<file path="src/logic/pbio_defs.vh">
// Constants for the bridge I/O window and link-side error status block
`ifndef PBIO_DEFS_VH
`define PBIO_DEFS_VH

// Configuration byte offsets
`define PBIO_OFF_LAT_TMR     8'h1B
`define PBIO_OFF_IO_BASE     8'h1C
`define PBIO_OFF_IO_LIMIT    8'h1D
`define PBIO_OFF_STS_LO      8'h1E
`define PBIO_OFF_STS_HI      8'h1F

// Reset and hardwired values
`define PBIO_LAT_TMR_VAL     8'h00
`define PBIO_NIB_RESET       4'h0
`define PBIO_STS_RSVD        4'h0
`define PBIO_IO_CAP_16       4'h0
`define PBIO_BYTE_ZERO       8'h00

// Error flag positions within the status high byte (status bits 15..12)
`define PBIO_BIT_DPE         3'h7
`define PBIO_BIT_SYSERR      3'h6
`define PBIO_BIT_RMA         3'h5
`define PBIO_BIT_RTA         3'h4

// Programmable nibble of the window bound bytes
`define PBIO_NIB_MSB         7
`define PBIO_NIB_LSB         4

// Window decode fill for the low twelve address bits
`define PBIO_LOW_BASE_FILL   12'h000
`define PBIO_LOW_LIMIT_FILL  12'hFFF

`endif

</file>
<file path="src/logic/pbio_window_dec.v">
// Registered I/O window compare for one 16-bit I/O address
`timescale 1ns/1ns
`default_nettype none
`include "pbio_defs.vh"

module pbio_window_dec (
   // Clock and reset
   input  wire        clk_sys,
   input  wire        rst_n,
   // Window bounds
   input  wire [3:0]  base_nib,
   input  wire [3:0]  limit_nib,
   // Address to check
   input  wire        io_valid,
   input  wire [15:0] io_addr,
   // Result
   output reg         fwd_valid_r,
   output reg         fwd_hit_r
);

   wire [15:0] lo_bound;
   wire [15:0] hi_bound;
   wire        in_win;

   assign lo_bound = {base_nib, `PBIO_LOW_BASE_FILL};
   assign hi_bound = {limit_nib, `PBIO_LOW_LIMIT_FILL};
   assign in_win   = (io_addr >= lo_bound) && (io_addr <= hi_bound);

   always @(posedge clk_sys) begin
      if (!rst_n) begin
         fwd_valid_r <= 1'b0;
         fwd_hit_r   <= 1'b0;
      end else begin
         fwd_valid_r <= io_valid;
         fwd_hit_r   <= io_valid & in_win;
      end
   end

endmodule // pbio_window_dec

`default_nettype wire

</file>
<file path="src/logic/pbio_err_flag.v">
// One write-one-to-clear sticky error flag with set priority
`timescale 1ns/1ns
`default_nettype none

module pbio_err_flag (
   // Clock and reset
   input  wire clk_sys,
   input  wire rst_n,
   // Event and software clear
   input  wire set_ev,
   input  wire clr_w1,
   // Flag
   output reg  flag_r
);

   always @(posedge clk_sys) begin
      if (!rst_n)
         flag_r <= 1'b0;
      else if (set_ev)
         flag_r <= 1'b1;
      else if (clr_w1)
         flag_r <= 1'b0;
   end

endmodule // pbio_err_flag

`default_nettype wire

</file>
<file path="src/logic/pbio_bridge.v">
// Bridge configuration block: I/O window registers and link-side error status
// Operation
// - The secondary latency timer at 1Bh is read-only and always reads zero.
// - I/O base bits 7:4 are writable, hold A[15:12] of the window bottom and reset to zero.
// - I/O base bits 3:0 read as zero, advertising 16-bit I/O decode only.
// - I/O limit bits 7:4 are writable, hold A[15:12] of the window top and reset to zero.
// - I/O limit bits 3:0 read as zero, advertising 16-bit I/O decode only.
// - An I/O access is forwarded when base <= A[15:12] <= limit.
// - For decode the base's low twelve address bits are taken as zeros.
// - For decode the limit's low twelve address bits are taken as ones.
// - The 16-bit link-side status holds error flags that reset to zero.
// - Bit 15 sets on any poisoned TLP from the link, regardless of parity response enable.
// - Bit 14 sets on a fatal or nonfatal error message, not gated by system error enable.
// - Bit 13 sets on a completion with Unsupported Request status.
// - Bit 12 sets on a completion with Completer Abort status.
`timescale 1ns/1ns
`default_nettype none
`include "pbio_defs.vh"

module pbio_bridge (
   // Clock and reset
   input  wire        clk_sys,
   input  wire        rst_n,
   // Configuration byte access, this device and function already selected
   input  wire        cfg_wr,
   input  wire        cfg_rd,
   input  wire [7:0]  cfg_addr,
   input  wire [7:0]  cfg_wdata,
   output reg  [7:0]  cfg_rdata_r,
   output reg         cfg_rvalid_r,
   // Link-side events, one-cycle pulses from the link logic
   input  wire        ev_poisoned_tlp,
   input  wire        ev_err_msg,
   input  wire        ev_cpl_ur,
   input  wire        ev_cpl_ca,
   // I/O forwarding decode
   input  wire        io_valid,
   input  wire [15:0] io_addr,
   output wire        io_fwd_valid_r,
   output wire        io_fwd_hit_r
);

   // Register map, one byte per offset
   //   Offsets are byte addresses within this function's configuration space.
   //   1Bh  latency timer: reads 00h, writes dropped
   //   1Ch  window base: 7:4 hold A[15:12] of the bottom, 3:0 read 0h (16-bit decode)
   //   1Dh  window limit: 7:4 hold A[15:12] of the top, 3:0 read 0h (16-bit decode)
   //   1Eh  status low byte: reads 00h, writes dropped
   //   1Fh  status high byte, write one to clear, a same-cycle event wins:
   //          bit 7  poisoned TLP received
   //          bit 6  fatal or nonfatal error message received
   //          bit 5  completion with Unsupported Request status
   //          bit 4  completion with Completer Abort status
   //          3:0    read zero
   //   Other offsets read 00h and ignore writes.
   //
   // Window decode, applied to every address offered on the I/O decode port:
   //   bottom = {base nibble, 000h}, top = {limit nibble, FFFh}
   //   forwarded when bottom <= address <= top; answer one cycle later, for one cycle.
   //
   // A base above the limit closes the window; that is the only way to switch it off.
   // After reset both bounds are zero, so 0000h to 0FFFh is still forwarded.
   //
   // A read returns its byte one cycle after the strobe, for one cycle. A write takes
   // effect at its own edge; a read in the same cycle still returns the old byte.
   //
   // Event inputs are one-cycle pulses; a held input sets its flag on every cycle,
   // so a clear only sticks once the input has dropped.
   //
   // Not here: the lower status bits, the memory windows, bridge control and the
   // primary-side registers live in other blocks.

   // Window bounds: only the upper nibble of each byte is storage
   reg  [3:0] io_window_base_r;
   reg  [3:0] io_window_base_nxt;
   reg  [3:0] io_window_limit_r;
   reg  [3:0] io_window_limit_nxt;

   // Write strobes of the writable bytes
   wire       wr_base;
   wire       wr_limit;
   wire       wr_sts_hi;

   // Link-side events as they reach the flags
   wire       set_dpe;
   wire       set_syserr;
   wire       set_rma;
   wire       set_rta;

   // Software clears, one per flag
   wire       clr_dpe;
   wire       clr_syserr;
   wire       clr_rma;
   wire       clr_rta;

   // Sticky flags
   wire       dpe_flag;
   wire       syserr_flag;
   wire       rma_flag;
   wire       rta_flag;

   // Read image of every mapped byte
   wire [7:0] lat_tmr_img;
   wire [7:0] base_img;
   wire [7:0] limit_img;
   wire [7:0] sts_lo_img;
   wire [7:0] sts_hi_img;

   // Read byte select
   reg  [7:0] rd_img;

   // Next values of the read outputs
   reg  [7:0] cfg_rdata_nxt;
   reg        cfg_rvalid_nxt;

   // Byte offset match, used by the write decodes; the read select uses a case
   function is_off;
      input [7:0] a;
      input [7:0] off;
      begin
         is_off = (a == off);
      end
   endfunction

   // Programmable nibble of a written bound byte
   function [3:0] hi_nib;
      input [7:0] d;
      begin
         hi_nib = d[`PBIO_NIB_MSB:`PBIO_NIB_LSB];
      end
   endfunction

   // Read image of a bound byte: stored nibble over the fixed 16-bit capability code
   function [7:0] bound_img;
      input [3:0] nib;
      begin
         bound_img = {nib, `PBIO_IO_CAP_16};
      end
   endfunction

   // Write-one-to-clear request for one flag of the status high byte
   function w1c_req;
      input       wr;
      input [7:0] d;
      input [2:0] pos;
      begin
         w1c_req = wr & d[pos];
      end
   endfunction

   // Writes to 1Bh, 1Eh and the capability nibbles decode nowhere, so they leave no trace
   assign wr_base   = cfg_wr & is_off(cfg_addr, `PBIO_OFF_IO_BASE);
   assign wr_limit  = cfg_wr & is_off(cfg_addr, `PBIO_OFF_IO_LIMIT);
   assign wr_sts_hi = cfg_wr & is_off(cfg_addr, `PBIO_OFF_STS_HI);

   // Bound next values hold unless their own byte is written
   always @* begin
      io_window_base_nxt = io_window_base_r;
      if (wr_base) begin
         io_window_base_nxt = hi_nib(cfg_wdata);
      end
   end

   always @* begin
      io_window_limit_nxt = io_window_limit_r;
      if (wr_limit) begin
         io_window_limit_nxt = hi_nib(cfg_wdata);
      end
   end

   // Bound storage
   always @(posedge clk_sys) begin
      if (!rst_n) begin
         io_window_base_r <= `PBIO_NIB_RESET;
      end else begin
         io_window_base_r <= io_window_base_nxt;
      end
   end

   always @(posedge clk_sys) begin
      if (!rst_n) begin
         io_window_limit_r <= `PBIO_NIB_RESET;
      end else begin
         io_window_limit_r <= io_window_limit_nxt;
      end
   end

   // Events are synchronous pulses from core-clock link logic, so no synchroniser
   assign set_dpe    = ev_poisoned_tlp;
   assign set_syserr = ev_err_msg;
   assign set_rma    = ev_cpl_ur;
   assign set_rta    = ev_cpl_ca;

   // A set in the same cycle wins inside the flag, so a clear never hides a new event
   assign clr_dpe    = w1c_req(wr_sts_hi, cfg_wdata, `PBIO_BIT_DPE);
   assign clr_syserr = w1c_req(wr_sts_hi, cfg_wdata, `PBIO_BIT_SYSERR);
   assign clr_rma    = w1c_req(wr_sts_hi, cfg_wdata, `PBIO_BIT_RMA);
   assign clr_rta    = w1c_req(wr_sts_hi, cfg_wdata, `PBIO_BIT_RTA);

   // Status bit 15: poisoned TLP, not gated by parity response enable
   pbio_err_flag u_dpe (
      .clk_sys (clk_sys),
      .rst_n   (rst_n),
      .set_ev  (set_dpe),
      .clr_w1  (clr_dpe),
      .flag_r  (dpe_flag)
   );

   // Status bit 14: error message, not gated by system error enable
   pbio_err_flag u_syserr (
      .clk_sys (clk_sys),
      .rst_n   (rst_n),
      .set_ev  (set_syserr),
      .clr_w1  (clr_syserr),
      .flag_r  (syserr_flag)
   );

   // Status bit 13: completion with Unsupported Request status
   pbio_err_flag u_rma (
      .clk_sys (clk_sys),
      .rst_n   (rst_n),
      .set_ev  (set_rma),
      .clr_w1  (clr_rma),
      .flag_r  (rma_flag)
   );

   // Status bit 12: completion with Completer Abort status
   pbio_err_flag u_rta (
      .clk_sys (clk_sys),
      .rst_n   (rst_n),
      .set_ev  (set_rta),
      .clr_w1  (clr_rta),
      .flag_r  (rta_flag)
   );

   // Read images; the fixed parts never depend on what was written
   assign lat_tmr_img = `PBIO_LAT_TMR_VAL;
   assign base_img    = bound_img(io_window_base_r);
   assign limit_img   = bound_img(io_window_limit_r);
   assign sts_lo_img  = `PBIO_BYTE_ZERO;
   assign sts_hi_img  = {dpe_flag, syserr_flag, rma_flag, rta_flag, `PBIO_STS_RSVD};

   // Byte select for reads; unmapped offsets read zero
   always @* begin
      rd_img = `PBIO_BYTE_ZERO;
      case (cfg_addr)
         `PBIO_OFF_LAT_TMR: begin
            rd_img = lat_tmr_img;
         end
         `PBIO_OFF_IO_BASE: begin
            rd_img = base_img;
         end
         `PBIO_OFF_IO_LIMIT: begin
            rd_img = limit_img;
         end
         `PBIO_OFF_STS_LO: begin
            rd_img = sts_lo_img;
         end
         `PBIO_OFF_STS_HI: begin
            rd_img = sts_hi_img;
         end
         default: begin
            rd_img = `PBIO_BYTE_ZERO;
         end
      endcase
   end

   // Data reads zero outside a read, so a stale byte never rides on an idle cycle
   always @* begin
      cfg_rvalid_nxt = cfg_rd;
      cfg_rdata_nxt  = `PBIO_BYTE_ZERO;
      if (cfg_rd) begin
         cfg_rdata_nxt = rd_img;
      end
   end

   always @(posedge clk_sys) begin
      if (!rst_n) begin
         cfg_rdata_r  <= `PBIO_BYTE_ZERO;
         cfg_rvalid_r <= 1'b0;
      end else begin
         cfg_rdata_r  <= cfg_rdata_nxt;
         cfg_rvalid_r <= cfg_rvalid_nxt;
      end
   end

   // The compare sees the bounds as stored, so a new bound applies from the next cycle
   pbio_window_dec u_win (
      .clk_sys     (clk_sys),
      .rst_n       (rst_n),
      .base_nib    (io_window_base_r),
      .limit_nib   (io_window_limit_r),
      .io_valid    (io_valid),
      .io_addr     (io_addr),
      .fwd_valid_r (io_fwd_valid_r),
      .fwd_hit_r   (io_fwd_hit_r)
   );

endmodule // pbio_bridge

`default_nettype wire

</file>
<file path="config.mk">
export PLATFORM = sky130hd
export DESIGN_NAME = pbio_bridge
export DESIGN_NICKNAME = d
export VERILOG_FILES = /design/src/logic/pbio_window_dec.v /design/src/logic/pbio_err_flag.v /design/src/logic/pbio_bridge.v
export VERILOG_INCLUDE_DIRS = /design/src /design/src/logic
export SDC_FILE = /design/constraint.sdc
export NUM_CORES = 1
export LEC_CHECK = 0
export ABC_CLOCK_PERIOD_IN_PS = 2500
export BUFFER_PORTS_ARGS = -buffer_cell sky130_fd_sc_hd__buf_4
export CAP_MARGIN = 20
export CORE_ASPECT_RATIO = 0.8
export CORE_UTILIZATION = 45
export CTS_BUF_LIST = sky130_fd_sc_hd__clkbuf_8
export DETAILED_ROUTE_END_ITERATION = 8
export PLACE_DENSITY_LB_ADDON = 0.12
export SYNTH_ARGS = -nofsm -noshare
export SYNTH_HDL_FRONTEND = slang
export SYNTH_SLANG_ARGS = --single-unit
</file>
<file path="constraint.sdc">
create_clock -name clk_sys -period 2.5 [get_ports clk_sys]
set_clock_uncertainty 0.05 [all_clocks]
set_input_delay 0.5 -clock clk_sys [delete_from_list [all_inputs] [get_ports clk_sys]]
set_output_delay 0.5 -clock clk_sys [all_outputs]
set_load 0.02 [all_outputs]
</file>
After elaboration in Yosys (flattened, before gate mapping)
Cells that the tools add are included.
- bits in registers: 23
- input port bits: 41
- output and inout port bits: 11
- logic and storage cells: 38
- magnitude comparators: 2
- eq/ne operators: 3
- multiplexer cells: 9
- bitwise operators: 8
- reduce and logical (&&, ||, !) cells: 6
- operators with widths (operator ; count):
    8-bit by 5-bit == test with 1-bit output, second input constant ; 3
    8-bit one-hot mux with 3 select lines ; 1
    16-bit >= comparator ; 1
    16-bit less-or-equal comparator ; 1
    1-bit AND ; 8
    1-bit 2-to-1 mux ; 8
    2-bit nonzero test ; 4
    2-bit AND reduction ; 1
    1-bit logical AND ; 1

Depth between registers and ports, before layout
Gate-level depths: netlist (run 1).
- depth after elaboration: 5
- gate-level depth with buffers: 6
- gate-level depth less buffers: 6

Hierarchy
A second synthesis (run 1) with hierarchy kept.
- cells, all modules: 118
- area, all modules: 1103.6 um^2
- modules (own cells, without submodules) (module ; times used ; cells an instance ; area each (um^2) ; sequential area each (um^2)):
    pbio_bridge ; 1 ; 68 ; 629.4 ; 260.2
    pbio_window_dec ; 1 ; 38 ; 309.0 ; 40.0
    pbio_err_flag ; 4 ; 3 ; 41.3 ; 20.0

Worst setup path before layout (run 1)
No wires, ideal clock.
- kind: input -> register
- from: input port cfg_addr[5]
- to: register io_window_limit_r[0]
- setup time: 119 ps
- data arrival time: 1783 ps
- required time: 2331 ps
- setup slack: 548 ps
- cell stages on the path: 5
- buffers on the path: 1
- cell sequence: or4b_4 or4_1 clkbuf_2 nand3_1 o21ai_1
- word-level cells in the longest chain between the ends: 2
- RTL lines (element ; RTL line ; text):
    start, declared ; pbio_bridge.v:27 ; input wire [7:0] cfg_addr,
    8-bit by 5-bit == test with 1-bit output ; pbio_bridge.v:121 ; is_off = (a == off);
    1-bit AND ; pbio_bridge.v:153 ; assign wr_limit = cfg_wr & is_off(cfg_addr, `PBIO_OFF_IO_LIMIT);
    end signal, assigned ; pbio_bridge.v:182 ; io_window_limit_r <= `PBIO_NIB_RESET;
    end signal, assigned ; pbio_bridge.v:184 ; io_window_limit_r <= io_window_limit_nxt;
    end, declared ; pbio_bridge.v:76 ; reg [3:0] io_window_limit_r;
Every way passes these cells.
A chain may end at the register's enable or synchronous reset.

Worst setup path in the final report (run 1)
Same ends and word-level chain as after synthesis.

==> reports/qor.csv, run 1 <==
metric,value,unit
run_status,completed,
setup_viol_count_final,0,
placed_cells_incl_taps,189,
layout_cell_area_excl_fill,1410,sq um
global_route.overflow_total,0,
post-synth-top-area-cell,sky130_fd_sc_hd__dfxtp_1,
drive_above_1_share,28.57,%
hold_violations,0,
antenna_found_initial,0,
port-buffer-count,43,
r2r_start,io_window_limit_r[1],
critical_path_required,2.59,ns
nNetsFinal,218,
gp_congestion,0.9167,
min_from,io_valid,
detailed_routing_iterations_pass_1,4,
routed_wirelength,2467,um
max_freq,0.5266,GHz
cell_area_power_density,442.0,nW/um^2
peakVddDrop,0.3983,mV
postLayoutCoreUtil,64.77,%
place_ws,0.3249,ns
setup_ws,0.6010,ns
synthCells,126,
finalHoldWorstSlack,0.4097,ns
initial_core_utilization,48.39,%
cts.clk_slew.worst_paths,0.07,ns
ctsHtreeMaxLevel,1,
cts.root.buffer_cell,sky130_fd_sc_hd__clkbuf_8,
synth.top_cell.area_share,36.10,%
post-cts-setup-buffers,0,
die_h,45.28,um
ys_top_cells_by_area,"sky130_fd_sc_hd__dfxtp_1, sky130_fd_sc_hd__ha_1, sky130_fd_sc_hd__mux2i_1",
synth.yosys.seq_area_share,36.10,%
cts-root-to-sink-buffers,2,
drt-met1-wl,1095,um
cts_tree,built,
min_to,u_win.fwd_valid_r,
grt_pass1_wl,4071,um
n_fill_cell,201,
synth_seq_cells,19,
route.met3.wl,114,um
drt_first_iter_violations,18,
depth_of_the_worst_hold_timing_path,3,
ctsHoldBuffers,0,
cp_max_fo,8,
highest_layer,met4,
die_width,56.10,um
synthesis.area_per_instance,8.361,sq um
ys_types,29,
highest_count_cells_in_the_layout_ignoring_fill_and_taps,"sky130_fd_sc_hd__buf_4, sky130_fd_sc_hd__dfxtp_1, sky130_fd_sc_hd__nand2_1",
syn_area,1054,sq um
cts_num_sinks,19,
r2r.worst_path.cells,5,
post_cts_resize_count,0,
tritoncts.num_buffers,3,
placed_cell_area,1365,sq um
global_route.usage.total,21.09,%
final_antenna_net_count,0,
grt_setup_unrepaired,no,
p_leak,0.6465,nW
total_power,623.3,uW
reg2reg_setup_slack,0.76,ns
yosys_warnings,0,
relSlewSlack,60.92,%
layout.cells.most_common,sky130_fd_sc_hd__buf_4,
clock_latency,0.25,ns
synthToLayoutAreaGrowth,33.85,%
length_of_routed_met2_wiring,1246,um
finalCriticalPeriod,1.899,ns
routed_wire_length_per_instance,12.78,um
critPathCaptureType,register,
critPathKind,in -> reg,
timing.final.max_slew_violations,0,
min-delay-path-class,in -> reg,
routed_vias,1035,
first_global_vias,977,
worst-slew-pin-transition,0.5714,ns
rows,15,
hpwlAfterDp,2037,um
crit_path_start_kind,primary input,
layout_worst_path_cycle_share,75.96,%
maximum_number_of_pins_on_one_net_before_global_route_repair,19,
cp.arrival,1.99,ns
instances_no_fill,193,
num_io_pins,52,
routed_via_density,5.363,
reg2reg_to,u_win.fwd_hit_r,
floorplan.core_area,2177,sq um
remaining_drc_errors,0,
final_sum_of_negative_setup_slack,0,ns
num_antenna_cells,0,
maxCapViolations,0,
dieArea,2540,sq um
[registers in the layout, summed over array words and instances (netlist names)]
signal,flops
u_dpe.flag_r,1
u_rta.flag_r,1
io_window_base_r,4
u_win.fwd_hit_r,1
u_syserr.flag_r,1
cfg_rvalid_r,1
u_win.fwd_valid_r,1
u_rma.flag_r,1
cfg_rdata_r,4
io_window_limit_r,4
[kinds of logic after synthesis]
group / after synthesis / synth area share, %
AO/OA/AOI/OAI: 24 / 12.83
flip-flops: 19 / 36.10
AND/OR/NAND/NOR: 46 / 23.87
adder cells (fa/ha/maj): 8 / 9.502
multiplexers: 8 / 7.601
buffers and inverters: 20 / 9.739
other: 1 / 0.3560
[metal layers]
layer | track usage, % | up-vias
met2 | 36.67 | 20
li1 | - | 522
met4 | 6.829 | 0
met3 | 6.304 | 2
met1 | 25.61 | 491
met5 | 0 | -
[final cells by class]
| class | count | area (sq um) | area share (%) |
|---|---|---|---|
| Tap cell | 25 | 31.28 | 2.218 |
| Clock inverter | 1 | 3.754 | 0.2662 |
| Multi-Input combinational cell | 90 | 581.8 | 41.26 |
| Clock buffer | 3 | 41.29 | 2.928 |
| Sequential cell | 19 | 380.4 | 26.97 |
| Timing Repair Buffer | 44 | 330.3 | 23.43 |
| Inverter | 11 | 41.29 | 2.928 |
[critical path, cell delays in order]
cell and delay, ns:
sky130_fd_sc_hd__buf_4 0.11, sky130_fd_sc_hd__or4b_4 0.54, sky130_fd_sc_hd__or4_1 0.63, sky130_fd_sc_hd__nand3_1 0.14, sky130_fd_sc_hd__o21ai_1 0.07
[cell usage after synthesis, drive strengths merged]
cell type	n
a2111oi	1
a21oi	6
a221oi	1
a31oi	1
a41oi	1
and2	3
buf	6
clkbuf	3
conb	1
dfxtp	19
ha	8
inv	11
mux2i	8
nand2	15
nand3	8
nand4	4
nor2	3
nor2b	1
nor3	1
nor3b	4
nor4	2
nor4b	2
o21a	1
o21ai	13
or4	2
or4b	1
[where the power goes]
| group | switching, mW | internal, mW |
|---|---|---|
| Combinational | 0.0503 | 0.0566 |
| Clock | 0.0948 | 0.109 |
| Sequential | 0.00294 | 0.310 |
[how the worst max path moves through the flow]
stage,start,endpoint,cells after the start,slack [ns]
after global placement,cfg_addr[5],io_window_limit_r[0],5,0.34
after detailed placement,cfg_addr[5],io_window_limit_r[0],5,0.32
final,cfg_addr[5],io_window_limit_r[0],5,0.60
after floorplan,cfg_addr[5],io_window_limit_r[0],5,0.55
after CTS,cfg_addr[5],io_window_limit_r[0],5,0.60
after global routing,cfg_addr[5],io_window_limit_r[1],5,0.53
(Power assumes the default switching activity.)
==> inputs of run 2 (changes only) <==
Settings changed: ABC_CLOCK_PERIOD_IN_PS 2500 to 1800.
Clock period 2.5 ns to 1.8 ns, I/O delays scaled along.
==> reports/qor.csv, run 2 (synthesis results as in run 1) <==
metric,value,unit
run_status,completed,
maximum_number_of_pins_on_one_net_before_global_route_repair,19,
synthToLayoutAreaGrowth,35.63,%
cp.arrival,1.85,ns
placed_cells_incl_taps,190,
timing.final.max_slew_violations,0,
drt_first_iter_violations,19,
detailed_routing_iterations_pass_1,4,
n_fill_cell,206,
crit_path_start_kind,register,
critical_path.slowest_cell,sky130_fd_sc_hd__or4_1,
final_antenna_net_count,0,
cp_max_fo,3,
cts.root.buffer_cell,sky130_fd_sc_hd__clkbuf_8,
global_route.overflow_total,0,
critical_path_required,1.92,ns
instances_no_fill,194,
routed_via_density,5.562,
critical_path.max_stage_delay,0.55,ns
gp_congestion,0.8681,
tritoncts.num_buffers,3,
dieArea,2540,sq um
cts_tree,built,
finalHoldWorstSlack,0.2790,ns
largest_registers,"cfg_rdata_r: 4 flops, io_window_base_r: 4 flops, io_window_limit_r: 4 flops",
critPathCaptureType,register,
final_sum_of_negative_setup_slack,0,ns
highest_count_cells_in_the_layout_ignoring_fill_and_taps,"sky130_fd_sc_hd__buf_4, sky130_fd_sc_hd__dfxtp_1, sky130_fd_sc_hd__nand2_1",
drive_above_1_share,30.77,%
remaining_drc_errors,0,
port-buffer-count,43,
cell_area_power_density,607.2,nW/um^2
num_io_pins,52,
maxCapViolations,0,
hold_violations,0,
floorplan.core_area,2177,sq um
hpwlAfterDp,2024,um
cts-root-to-sink-buffers,2,
routed_wire_length_per_instance,12.85,um
routed_wirelength,2492,um
finalCriticalPeriod,1.728,ns
layout_cell_area_excl_fill,1429,sq um
total_power,867.6,uW
cts.clk_slew.worst_paths,0.06,ns
register_area,381.6,sq um
die_width,56.10,um
ctsHtreeMaxLevel,1,
first_global_vias,939,
setup_ws,0.07179,ns
initial_core_utilization,48.39,%
layout_worst_path_cycle_share,96.01,%
grt_setup_unrepaired,no,
r2r.worst_path.cells,5,
global_route.usage.total,21.03,%
placed_cell_area,1373,sq um
rows,15,
place_ws,-0.2318,ns
num_antenna_cells,0,
die_h,45.28,um
grt_pass1_wl,4015,um
peakVddDrop,0.6312,mV
depth_of_the_worst_hold_timing_path,3,
routed_vias,1079,
post_cts_resize_count,0,
layout.cells.most_common,sky130_fd_sc_hd__buf_4,
postLayoutCoreUtil,65.63,%
worstPathCellList,inv_1 -> ha_1 -> nand4_1 -> or4_1 -> a221oi_2,
multi_input_comb_area,591.8,sq um
critPathKind,reg -> reg,
min-delay-path-class,in -> reg,
p_leak,0.6547,nW
max_freq,0.5786,GHz
antenna_found_initial,0,
setup_viol_count_final,0,
ctsHoldBuffers,0,
post-cts-setup-buffers,0,
nNetsFinal,219,
cts_num_sinks,19,
clock_latency,0.25,ns
run 2: cell types whose count changed in the layout (fill, tap and decap cells not counted), sizes merged:
cell	delta
buf	+1
run 2: final cells by class:
class,count,area share (%)
Multi-Input combinational cell,90,41.42
Clock buffer,3,2.890
Sequential cell,19,26.71
Tap cell,25,2.189
Timing Repair Buffer,45,23.64
Inverter,11,2.890
Clock inverter,1,0.2627
run 2: final timing paths:
kind	end	slack, ns	startpoint
max	u_win.fwd_hit_r	0.07	io_window_limit_r[1]
min	u_win.fwd_valid_r	0.28	io_valid
max reg2reg	u_win.fwd_hit_r	0.07	io_window_limit_r[1]
min reg2reg	io_window_limit_r[0]	0.42	io_window_limit_r[0]
run 2: worst max-delay path, delay by kind of cell (launching register included):
kind,cells,cell delay [ns]
compound gates,1,0.26
fa+ha+maj,1,0.29
buf+inv,1,0.04
flops,1,0.35
simple gates,2,0.66
run 2: per-layer routing:
metal | wire length [um] | track usage, % | vias to the layer above
met5 | 0 | 0 | -
met4 | 11 | 4.390 | 0
met3 | 161 | 6.304 | 2
met2 | 1236 | 39.05 | 35
met1 | 1082 | 24.56 | 516
li1 | - | - | 526
run 2: power breakdown:
part	leakage, nW	switching (mW)	internal, mW
sequential	0.155	0.00394	0.430
clock	0.0269	0.132	0.151
combinational	0.472	0.0716	0.0789
